## src/dadc_regs.vh

```
`ifndef DADC_REGS_VH
`define DADC_REGS_VH
// ==========================================
// register offsets (byte addresses)
`define DADC_CTRL_OFF     8'h00
`define DADC_STAT_OFF     8'h04
`define DADC_IRQ_STAT_OFF 8'h08
`define DADC_IRQ_MASK_OFF 8'h0C
`define DADC_SAMP_A_OFF   8'h10
`define DADC_SAMP_B_OFF   8'h14
// ==========================================
// field positions
`define DADC_CTRL_EN_BIT   0
`define DADC_STAT_FMT_BIT  0
`define DADC_STAT_ORA_BIT  1
`define DADC_STAT_ORB_BIT  2
`define DADC_EV_SAMPLE_BIT 0
`define DADC_EV_ORA_BIT    1
`define DADC_EV_ORB_BIT    2
// ==========================================
// reset values
`define DADC_CTRL_RST     1'h1
`define DADC_IRQ_MASK_RST 3'h0
// ==========================================
// timing and bus response codes
`define DADC_LATENCY      8
`define DADC_RESP_OKAY    2'h0
`define DADC_RESP_SLVERR  2'h2
`endif

```

## src/dadc_chan.v

```verilog
`timescale 1ns/100ps
`include "dadc_regs.vh"
// ==========================================
// one channel: latency pipe, range check, format
module dadc_chan #(
	parameter WIDTH   = 14,
	parameter LATENCY = `DADC_LATENCY
) (
	// clock and reset
	input  wire             aclk,
	input  wire             aresetn,
	// sample in
	input  wire             take,
	input  wire [WIDTH:0]   raw,
	input  wire             gray_sel,
	// result out
	output reg  [WIDTH-1:0] result_ff,
	output reg              over_ff
);
	reg  [WIDTH:0]   pipe_ff [0:LATENCY-1];
	reg  [WIDTH-1:0] nxt_result;
	wire [WIDTH:0]   tail;
	wire             ovr;
	integer          i;

	// raw is WIDTH+1 bit two's complement; beyond WIDTH bits means over range
	assign tail = pipe_ff[LATENCY-1];
	assign ovr  = tail[WIDTH] != tail[WIDTH-1];

	always @* begin
		if (ovr)
			nxt_result = tail[WIDTH] ? {1'b1, {(WIDTH-1){1'b0}}} : {1'b0, {(WIDTH-1){1'b1}}};
		else
			nxt_result = tail[WIDTH-1:0];
		if (gray_sel)
			nxt_result = nxt_result ^ (nxt_result >> 1);
	end

	always @(posedge aclk) begin
		if (!aresetn) begin
			for (i = 0; i < LATENCY; i = i + 1)
				pipe_ff[i] <= {(WIDTH+1){1'b0}};
			result_ff <= {WIDTH{1'b0}};
			over_ff   <= 1'b0;
		end else if (take) begin
			pipe_ff[0] <= raw;
			for (i = 1; i < LATENCY; i = i + 1)
				pipe_ff[i] <= pipe_ff[i-1];
			result_ff <= nxt_result;
			over_ff   <= ovr;
		end
	end
endmodule

```

## src/dadc_top.v

```verilog
// Local design decisions: the placing of the registers and the AXI4-Lite register port.
`timescale 1ns/100ps
`include "dadc_regs.vh"
module dadc_top #(
	parameter WIDTH   = 14,
	parameter LATENCY = `DADC_LATENCY
) (
	// clock and reset
	input  wire             aclk,
	input  wire             aresetn,
	// sample clock and converter raw codes
	input  wire             sample_clk,
	input  wire [WIDTH:0]   chan_a_raw,
	input  wire [WIDTH:0]   chan_b_raw,
	input  wire             gray_sel,
	// output port
	output wire [WIDTH-1:0] chan_a_result,
	output wire [WIDTH-1:0] chan_b_result,
	output wire             chan_a_over_range,
	output wire             chan_b_over_range,
	output reg              sample_valid_strobe_ff,
	output reg              irq_ff,
	// axi4-lite write address
	input  wire [7:0]       s_axi_awaddr,
	input  wire             s_axi_awvalid,
	output reg              s_axi_awready,
	// axi4-lite write data
	input  wire [31:0]      s_axi_wdata,
	input  wire [3:0]       s_axi_wstrb,
	input  wire             s_axi_wvalid,
	output reg              s_axi_wready,
	// axi4-lite write response
	output reg  [1:0]       s_axi_bresp,
	output reg              s_axi_bvalid,
	input  wire             s_axi_bready,
	// axi4-lite read address
	input  wire [7:0]       s_axi_araddr,
	input  wire             s_axi_arvalid,
	output reg              s_axi_arready,
	// axi4-lite read data
	output reg  [31:0]      s_axi_rdata,
	output reg  [1:0]       s_axi_rresp,
	output reg              s_axi_rvalid,
	input  wire             s_axi_rready
);
	// ==========================================
	// input synchronisers
	reg  [2:0]       sclk_ff;
	reg  [1:0]       fmt_ff;
	reg  [WIDTH:0]   a_s1_ff;
	reg  [WIDTH:0]   a_s2_ff;
	reg  [WIDTH:0]   b_s1_ff;
	reg  [WIDTH:0]   b_s2_ff;
	wire             take;
	reg              take_d_ff;

	always @(posedge aclk) begin
		if (!aresetn) begin
			sclk_ff <= 3'h0;
			fmt_ff  <= 2'h0;
			a_s1_ff <= {(WIDTH+1){1'b0}};
			a_s2_ff <= {(WIDTH+1){1'b0}};
			b_s1_ff <= {(WIDTH+1){1'b0}};
			b_s2_ff <= {(WIDTH+1){1'b0}};
		end else begin
			sclk_ff <= {sclk_ff[1:0], sample_clk};
			fmt_ff  <= {fmt_ff[0], gray_sel};
			a_s1_ff <= chan_a_raw;
			a_s2_ff <= a_s1_ff;
			b_s1_ff <= chan_b_raw;
			b_s2_ff <= b_s1_ff;
		end
	end

	// edge found on the second and third stages only
	assign take = sclk_ff[1] & ~sclk_ff[2];

	// ==========================================
	// channels
	reg              en_ff;
	wire             take_en = take & en_ff;

	dadc_chan #(.WIDTH(WIDTH), .LATENCY(LATENCY)) u_chan_a (
		.aclk      (aclk),
		.aresetn   (aresetn),
		.take      (take_en),
		.raw       (a_s2_ff),
		.gray_sel  (fmt_ff[1]),
		.result_ff (chan_a_result),
		.over_ff   (chan_a_over_range)
	);

	dadc_chan #(.WIDTH(WIDTH), .LATENCY(LATENCY)) u_chan_b (
		.aclk      (aclk),
		.aresetn   (aresetn),
		.take      (take_en),
		.raw       (b_s2_ff),
		.gray_sel  (fmt_ff[1]),
		.result_ff (chan_b_result),
		.over_ff   (chan_b_over_range)
	);

	// ==========================================
	// valid strobe: low while data updates, rises one clock later
	reg  [3:0]       fill_ff;
	// one take beyond the pipe depth, so the first word flagged is a real sample
	wire             primed = (fill_ff > LATENCY);

	always @(posedge aclk) begin
		if (!aresetn) begin
			take_d_ff              <= 1'b0;
			fill_ff                <= 4'h0;
			sample_valid_strobe_ff <= 1'b0;
		end else begin
			take_d_ff <= take_en;
			if (take_en && !primed)
				fill_ff <= fill_ff + 4'h1;
			if (take_en)
				sample_valid_strobe_ff <= 1'b0;
			else if (take_d_ff && primed)
				sample_valid_strobe_ff <= 1'b1;
		end
	end

	// ==========================================
	// events and interrupt
	reg  [2:0]       irq_stat_ff;
	reg  [2:0]       irq_mask_ff;
	wire [2:0]       ev;
	wire             wr_go;
	reg  [2:0]       w1c;
	reg  [7:0]       wa_ff;
	reg  [31:0]      wd_ff;
	reg  [3:0]       ws_ff;

	assign ev = {take_d_ff & primed & chan_b_over_range,
		take_d_ff & primed & chan_a_over_range,
		take_d_ff & primed};

	always @(posedge aclk) begin
		if (!aresetn) begin
			irq_stat_ff <= 3'h0;
			irq_ff      <= 1'b0;
		end else begin
			// set wins over a same-cycle clear
			irq_stat_ff <= (irq_stat_ff & ~w1c) | ev;
			irq_ff      <= |(((irq_stat_ff & ~w1c) | ev) & irq_mask_ff);
		end
	end

	// ==========================================
	// axi4-lite write
	reg              aw_have_ff;
	reg              w_have_ff;

	assign wr_go = aw_have_ff & w_have_ff & ~s_axi_bvalid;

	always @* begin
		w1c = 3'h0;
		if (wr_go && wa_ff == `DADC_IRQ_STAT_OFF && ws_ff[0])
			w1c = wd_ff[2:0];
	end

	always @(posedge aclk) begin
		if (!aresetn) begin
			aw_have_ff    <= 1'b0;
			w_have_ff     <= 1'b0;
			wa_ff         <= 8'h00;
			wd_ff         <= 32'h00000000;
			ws_ff         <= 4'h0;
			s_axi_awready <= 1'b0;
			s_axi_wready  <= 1'b0;
			s_axi_bvalid  <= 1'b0;
			s_axi_bresp   <= `DADC_RESP_OKAY;
			en_ff         <= `DADC_CTRL_RST;
			irq_mask_ff   <= `DADC_IRQ_MASK_RST;
		end else begin
			s_axi_awready <= 1'b0;
			s_axi_wready  <= 1'b0;
			if (s_axi_awvalid && !aw_have_ff && !s_axi_awready) begin
				s_axi_awready <= 1'b1;
				aw_have_ff    <= 1'b1;
				wa_ff         <= s_axi_awaddr;
			end
			if (s_axi_wvalid && !w_have_ff && !s_axi_wready) begin
				s_axi_wready <= 1'b1;
				w_have_ff    <= 1'b1;
				wd_ff        <= s_axi_wdata;
				ws_ff        <= s_axi_wstrb;
			end
			if (wr_go) begin
				aw_have_ff   <= 1'b0;
				w_have_ff    <= 1'b0;
				s_axi_bvalid <= 1'b1;
				s_axi_bresp  <= `DADC_RESP_OKAY;
				case (wa_ff)
				`DADC_CTRL_OFF: begin
					if (ws_ff[0])
						en_ff <= wd_ff[`DADC_CTRL_EN_BIT];
				end
				`DADC_IRQ_MASK_OFF: begin
					if (ws_ff[0])
						irq_mask_ff <= wd_ff[2:0];
				end
				`DADC_IRQ_STAT_OFF: ;
				`DADC_STAT_OFF, `DADC_SAMP_A_OFF, `DADC_SAMP_B_OFF: ;
				default: s_axi_bresp <= `DADC_RESP_SLVERR;
				endcase
			end else if (s_axi_bvalid && s_axi_bready) begin
				s_axi_bvalid <= 1'b0;
			end
		end
	end

	// ==========================================
	// axi4-lite read
	reg  [31:0]      rd_mux;
	reg              rd_bad;

	always @* begin
		rd_bad = 1'b0;
		case (s_axi_araddr)
		`DADC_CTRL_OFF:     rd_mux = {31'h0, en_ff};
		`DADC_STAT_OFF:     rd_mux = {29'h0, chan_b_over_range, chan_a_over_range, fmt_ff[1]};
		`DADC_IRQ_STAT_OFF: rd_mux = {29'h0, irq_stat_ff};
		`DADC_IRQ_MASK_OFF: rd_mux = {29'h0, irq_mask_ff};
		`DADC_SAMP_A_OFF:   rd_mux = {{(32-WIDTH){1'b0}}, chan_a_result};
		`DADC_SAMP_B_OFF:   rd_mux = {{(32-WIDTH){1'b0}}, chan_b_result};
		default: begin
			rd_mux = 32'h00000000;
			rd_bad = 1'b1;
		end
		endcase
	end

	always @(posedge aclk) begin
		if (!aresetn) begin
			s_axi_arready <= 1'b0;
			s_axi_rvalid  <= 1'b0;
			s_axi_rdata   <= 32'h00000000;
			s_axi_rresp   <= `DADC_RESP_OKAY;
		end else begin
			s_axi_arready <= 1'b0;
			if (s_axi_arvalid && !s_axi_rvalid && !s_axi_arready) begin
				s_axi_arready <= 1'b1;
				s_axi_rvalid  <= 1'b1;
				s_axi_rdata   <= rd_mux;
				s_axi_rresp   <= rd_bad ? `DADC_RESP_SLVERR : `DADC_RESP_OKAY;
			end else if (s_axi_rvalid && s_axi_rready) begin
				s_axi_rvalid <= 1'b0;
			end
		end
	end
endmodule

```

## config.mk

```make
export PLATFORM = sky130hd
export DESIGN_NAME = dadc_top
export DESIGN_NICKNAME = d
export VERILOG_FILES = /design/src/dadc_chan.v /design/src/dadc_top.v
export VERILOG_INCLUDE_DIRS = /design/src
export SDC_FILE = /design/constraint.sdc
export NUM_CORES = 1
export LEC_CHECK = 0
export BUFFER_PORTS_ARGS = -buffer_cell sky130_fd_sc_hd__buf_4
export CAP_MARGIN = 20
export CORE_MARGIN = 4
export CORE_UTILIZATION = 50
export CTS_BUF_LIST = sky130_fd_sc_hd__clkbuf_8
export DETAILED_ROUTE_END_ITERATION = 7
export HOLD_SLACK_MARGIN = 0.03
export PLACE_DENSITY_LB_ADDON = 0.3
export SETUP_SLACK_MARGIN = 0.05
export SLEW_MARGIN = 20
export SYNTH_ARGS = -nofsm -noshare
export SYNTH_HDL_FRONTEND = slang
export SYNTH_HIERARCHICAL = 1
export SYNTH_SLANG_ARGS = --single-unit
```

## constraint.sdc

```tcl
create_clock -name aclk -period 5.7 [get_ports aclk]
set_clock_uncertainty 0.05 [all_clocks]
set_input_delay 0.285 -clock aclk [delete_from_list [all_inputs] [get_ports aclk]]
set_output_delay 0.285 -clock aclk [all_outputs]
set_load 0.01 [all_outputs]
```

==> qor.txt, run 1 <==
Final hold vios -> 0
Fin crit share -> 0.536
Largest family of logic cells by synthesized area -> simple AND/OR/NAND/NOR gates
Wl on met1 -> 10,800 µm
FF-to-FF Start -> en_ff
Max Root-Sink Buffers -> 3
RSZ-0062 raised after global routing -> false
Post-synth EDFFs -> 240
Fraction of registers with async set/reset -> 0
Clk slew on worst S/H paths -> 0.06 ns
Mux cell area share after synthesis -> 0.0233
Root buffer cell -> clkbuf_8
Setup TNS -> 0 ns
Proportion of layout cells with a drive suffix above 1 -> 0.162
Synthesized area -> 14,700 µm²
Average via count per standard cell -> 4.99
Setup violators final -> 0
Crit path buffers/inverters -> 3
Pwr dens -> 326 nW/µm²
WL/cell -> 14.0 µm
Max Cap Violations -> 0
Origin of the worst setup path -> en_ff
Synth Area in Adders -> 0.00510
Die Span Y -> 180 µm
Met2 routed WL -> 11,000 µm
Xor and xnor fraction of the mapped netlist area -> 0.00119
Final HPWL DP -> 13,300 µm
Port bufs -> 111
Vias in the first global route -> 8,012
Crit path time final -> 3.05 ns
Pin count of the biggest net entering global routing -> 205
Inserted Clock Buffers -> 59
Htree depth -> 2
Initial antenna violation count -> 0
Syn Area/Cell -> 13.2 µm²
Crit Path Class -> reg -> reg
TritonRoute pass-1 iters -> 5
Post-Route WL -> 23,900 µm
Hold wc startpoint -> s_axi_awvalid
Ports -> 164
Post-synthesis simple-gate area fraction -> 0.188
Routed vias -> 8,524
Most frequent cells in the layout -> 240 x edfxtp_1, 193 x and3_1, 144 x dfxtp_1, 130 x and2_1, 113 x buf_4
Leakage -> 7.64 nW
Die area -> 32,300 µm²
Core ar. -> 28,900 µm²
Initial Util -> 0.510
GP Congestion -> 0.796
Antenna Cells -> 0
GRT Total Usage -> 0.142
Synth warn -> 6
Clk_lat worst skew -> 0.59 ns
Worst min path class -> in -> reg
Setup Fix Bufs, Post-CTS -> 0
Yosys cell types -> 54
Crit Path Max Fanout -> 83
Layout area overhead -> 18.2%
Crit-path cells -> nand3b_1, inv_4, nor2_1, inv_4, buf_4
Crit path DAT -> 3.21 ns
Slew of the pin with the lowest slew margin -> 0.968 ns
Nets -> 1,369
Most frequent CP cell -> inv_4
DRT iter0 DRCs -> 639
# DRC -> 0
Final ANT Viol Nets -> 0
Commonest non-fill, non-tap cell in the layout -> edfxtp_1
Top Family by Delay on Critical Path -> buffers and inverters
# fillers -> 2,236
Yosys reg bits -> 384
Slew headroom -> 0.354
Cells after Synth -> 1,118
Crit start category -> flop
Peak supply drop -> 0.239 mV
Row cnt -> 62
Congestion Overflow GR -> 0
Top_reg_cell synth -> edfxtp_1
Critical path endpoint category -> flop
First-pass GRT wire length -> 39,200 µm
Setup ws final -> 2.65 ns
Max incr delay on CP -> 0.83 ns
Seq/Total Area, Yosys -> 0.685
Slowest CP cell -> buf_4
Status -> completed
Final Max Slew Viols -> 0
WP data required -> 5.86 ns
Compound-Gate Fraction of Synth Area -> 0.0608
Fmax -> 327 MHz
Clock Sinks -> 384
Met3 wire length -> 1640 µm
Placement Setup Slack -> 2.62 ns
Die width -> 180 µm
Highest routed layer -> met4
CTS tree -> built
-- repair_timing --
action,CTS,global route
hold buffers,53,0
resized for setup,0,0
hold endpoints to repair,51,0
-- synthesized netlist by cell type, types with 2 or more instances --
master | count | area share
edfxtp_1 | 240 | 0.49
and3_1 | 193 | 0.082
dfxtp_1 | 144 | 0.20
and2_1 | 130 | 0.055
clkbuf_1 | 53 | 0.014
o21ai_0 | 48 | 0.016
mux2i_1 | 32 | 0.022
nand2_1 | 27 | 0.0069
nor2b_1 | 26 | 0.011
buf_4 | 23 | 0.012
a21oi_1 | 20 | 0.0068
buf_2 | 19 | 0.0065
nor2_1 | 19 | 0.0048
and3b_1 | 16 | 0.0095
inv_1 | 13 | 0.0033
o21ai_1 | 11 | 0.0037
a211o_1 | 10 | 0.0059
a21boi_0 | 10 | 0.0051
a32o_1 | 10 | 0.0068
a211oi_1 | 7 | 0.0036
a31oi_1 | 6 | 0.0025
ha_1 | 6 | 0.0051
o21a_1 | 5 | 0.0025
a21o_1 | 4 | 0.0020
nand3_1 | 4 | 0.0014
nand3b_1 | 3 | 0.0015
nor3b_1 | 3 | 0.0015
o22ai_1 | 3 | 0.0013
a21oi_2 | 2 | 0.0012
and4b_1 | 2 | 0.0014
inv_2 | 2 | 0.00051
nand2b_1 | 2 | 0.00085
nand4b_1 | 2 | 0.0012
o31ai_1 | 2 | 0.0010
or2_1 | 2 | 0.00085
-- worst min-delay path, cell delays in order --
cell,delay (ns)
buf_4,0.10
nor3b_1,0.13
and2_1,0.15
-- registers in the layout (all words and copies together) (netlist names), 15 cells and up --
register,cells
a_s2_ff,15
u_chan_a/pipe_ff,120
b_s2_ff,15
u_chan_b/pipe_ff,120
a_s1_ff,15
b_s1_ff,15
-- layer usage --
metal	vias up	track usage
li1	4318	-
met1	3942	0.194
met2	226	0.221
met3	38	0.0402
met4	0	0.0488
met5	-	0
-- area by class of cell --
class | instances | area [µm²] | area share
Clock inverter | 41 | 199 | 0.0114
Tap cell | 384 | 480 | 0.0276
Multi-Input combinational cell | 642 | 4170 | 0.240
Clock buffer | 71 | 977 | 0.0561
Sequential cell | 384 | 10100 | 0.580
Inverter | 15 | 63.8 | 0.00367
Timing Repair Buffer | 170 | 1430 | 0.0819
-- power by group --
| part | internal (mW) | switching, mW |
|---|---|---|
| Clock | 1.17 | 0.994 |
| Sequential | 3.10 | 0.0591 |
| Combinational | 0.154 | 0.190 |
| Total | 4.43 | 1.24 |
-- through the flow --
step	util	instance area (µm²)	hold WS, ns	power [mW]	instances
6_report	0.603	17400	0.0946	5.67	1707
5_1_grt	0.603	17400	0.0590	5.94	1707
4_1_cts	0.603	17400	0.0303	5.75	1707
3_5_place_dp	0.544	15700	0.368	3.53	1542
3_3_place_gp	0.544	15700	0.363	3.52	1542
2_1_floorplan	-	14800	0.362	3.43	1137
-- kinds of logic after synthesis --
group	count (synthesis)
simple gates	440
flops	384
compound gates	141
buf+inv	111
mux	33
fa+ha+maj	6
xor+xnor	2
other cells	1
-- path summary, 6_finish.rpt --
check | depth (start not counted) | endpoint | slack [ns]
worst max-delay path | 5 | u_chan_b/pipe_ff[0][3] | 2.65
worst min-delay path | 3 | s_axi_awready | 0.09
worst max register to register | 5 | u_chan_b/pipe_ff[0][3] | 2.65
worst min register to register | 1 | b_s2_ff[6] | 0.38
Note: power is estimated with default switching activity, not from simulation.
==> run 2: changes to the inputs <==
- clock period: 5.7 -> 2.9 ns (I/O delays scaled with it)
==> qor.txt, run 2 (synthesis gave the netlist of run 1 again) <==
Status -> completed
Inserted Clock Buffers -> 58
Setup ws final -> 0.705 ns
Average via count per standard cell -> 5.02
GP Congestion -> 0.798
Layout area overhead -> 19.2%
Htree depth -> 2
Core ar. -> 28,900 µm²
Peak supply drop -> 0.415 mV
RR Endpoint -> u_chan_b/pipe_ff[0][48]
GR Util met2 -> 0.234
Crit start category -> flop
Hold wc startpoint -> s_axi_araddr[6]
Final HPWL DP -> 13,700 µm
Slew of the pin with the lowest slew margin -> 1.08 ns
WL/cell -> 14.0 µm
Met1 GRT Util -> 0.191
Clk_lat worst skew -> 0.58 ns
CTS tree -> built
First-pass GRT wire length -> 39,600 µm
Crit Path Max Fanout -> 35
# DRC -> 0
Pwr dens -> 633 nW/µm²
Antenna Cells -> 0
Worst Reg2Reg Path Length in Cells -> 5
Post-Route WL -> 24,100 µm
Die Span Y -> 180 µm
Worst min path class -> in -> reg
Worst R2R Setup Slack -> 0.71 ns
Nets -> 1,381
Placed inst area -> 15,800 µm²
Critical path endpoint category -> flop
DRT iter0 DRCs -> 584
Crit path DAT -> 2.40 ns
GRT Total Usage -> 0.144
Resized Gates After CTS -> 0
Fin crit share -> 0.757
Commonest non-fill, non-tap cell in the layout -> edfxtp_1
Post-route cell area -> 17,600 µm²
Setup violators final -> 0
Placement Setup Slack -> 0.737 ns
Final hold vios -> 0
Max Cap Violations -> 0
Row cnt -> 62
Congestion Overflow GR -> 0
GR peak layer -> met2
Origin of the worst setup path -> en_ff
Crit path time final -> 2.19 ns
RSZ-0062 raised after global routing -> false
Clk slew on worst S/H paths -> 0.06 ns
Crit Path Class -> reg -> reg
Final ANT Viol Nets -> 0
TritonRoute pass-1 iters -> 5
Slew headroom -> 0.283
Routing usage on met3 -> 0.0382
Fmax -> 456 MHz
Ports -> 164
Die width -> 180 µm
Root buffer cell -> clkbuf_8
FF-to-FF Start -> en_ff
Max Root-Sink Buffers -> 3
WP data required -> 3.10 ns
Proportion of layout cells with a drive suffix above 1 -> 0.165
Most frequent cells in the layout -> 240 x edfxtp_1, 193 x and3_1, 144 x dfxtp_1, 130 x and2_1, 119 x buf_4
Initial antenna violation count -> 0
Setup TNS -> 0 ns
Clock Sinks -> 384
Initial Util -> 0.510
Final Max Slew Viols -> 0
Die area -> 32,300 µm²
Leakage -> 7.68 nW
Crit path to -> u_chan_b/pipe_ff[0][48]
Biggest regs -> u_chan_a/pipe_ff x120, u_chan_b/pipe_ff x120
Vias in the first global route -> 8,139
Port bufs -> 111
Pin count of the biggest net entering global routing -> 327
Routed vias -> 8,602
==> run 2: cell count changes in the layout (fill, tap and decap cells not counted) <==
cell and delta:
buf_12 +4, buf_6 -2, clkinv_1 +3, buf_4 +6, clkinvlp_4 +1, nor2_4 +2, inv_1 -4, clkbuf_8 +2
inv_4 -2, nor2_1 -2, bufinv_16 -1, dlygate4sd3_1 +6, clkinv_2 -6, inv_8 +1
==> run 2: repair_timing <==
action	CTS	global route
hold buffers	59	0
endpoints found under the setup margin	0	0
hold endpoints to repair	100	0
buffers inserted	0	0
==> run 2: final cells by class <==
type	count	area [µm²]
clock buffer	74	1020
clock inverter	33	139
fill	2233	11300
inverter	15	66.3
multi-input combinational	642	4190
sequential	384	10100
tap	384	480
timing repair buffer	183	1580
==> run 2: routing by layer <==
metal  vias up  share of wire
met5         -              0
li1       4355              -
met4         0          0.018
met2       222           0.47
met3        36          0.058
met1      3989           0.45
==> run 2: metrics by stage <==
| stage | hold slack [ns] | instances | util | power [mW] |
|---|---|---|---|---|
| after floorplan | 0.222 | 1137 | - | 6.75 |
| after global placement | 0.305 | 1549 | 0.548 | 6.93 |
| after detailed placement | 0.306 | 1549 | 0.548 | 6.96 |
| after CTS | 0.0411 | 1715 | 0.608 | 11.2 |
| after global routing | 0.0760 | 1715 | 0.608 | 11.6 |
| final | 0.0862 | 1715 | 0.608 | 11.1 |
==> run 2: worst min path at each step <==
stage / endpoint / slack [ns] / depth (start not counted)
2_1_floorplan: a_s1_ff[0] / 0.22 / 1
3_3_place_gp: a_s1_ff[8] / 0.31 / 2
3_5_place_dp: b_s1_ff[6] / 0.31 / 2
4_1_cts: s_axi_rdata[12] / 0.04 / 5
5_1_grt: s_axi_rdata[9] / 0.08 / 5
6_report: s_axi_rdata[12] / 0.09 / 5
==> run 2: critical path: stages, from the launching register on <==
cell,delay (ns)
dfxtp_1,0.41
nand3b_1,0.24
inv_4,0.37
nor2_4,0.11
clkinvlp_4,0.32
buf_4,0.35
==> run 2: report_power, final <==
group	total (mW)	leakage [nW]	switching [mW]	internal [mW]
clock	4.19	0.686	1.91	2.29
sequential	6.21	3.69	0.120	6.09
combinational	0.705	3.30	0.380	0.325
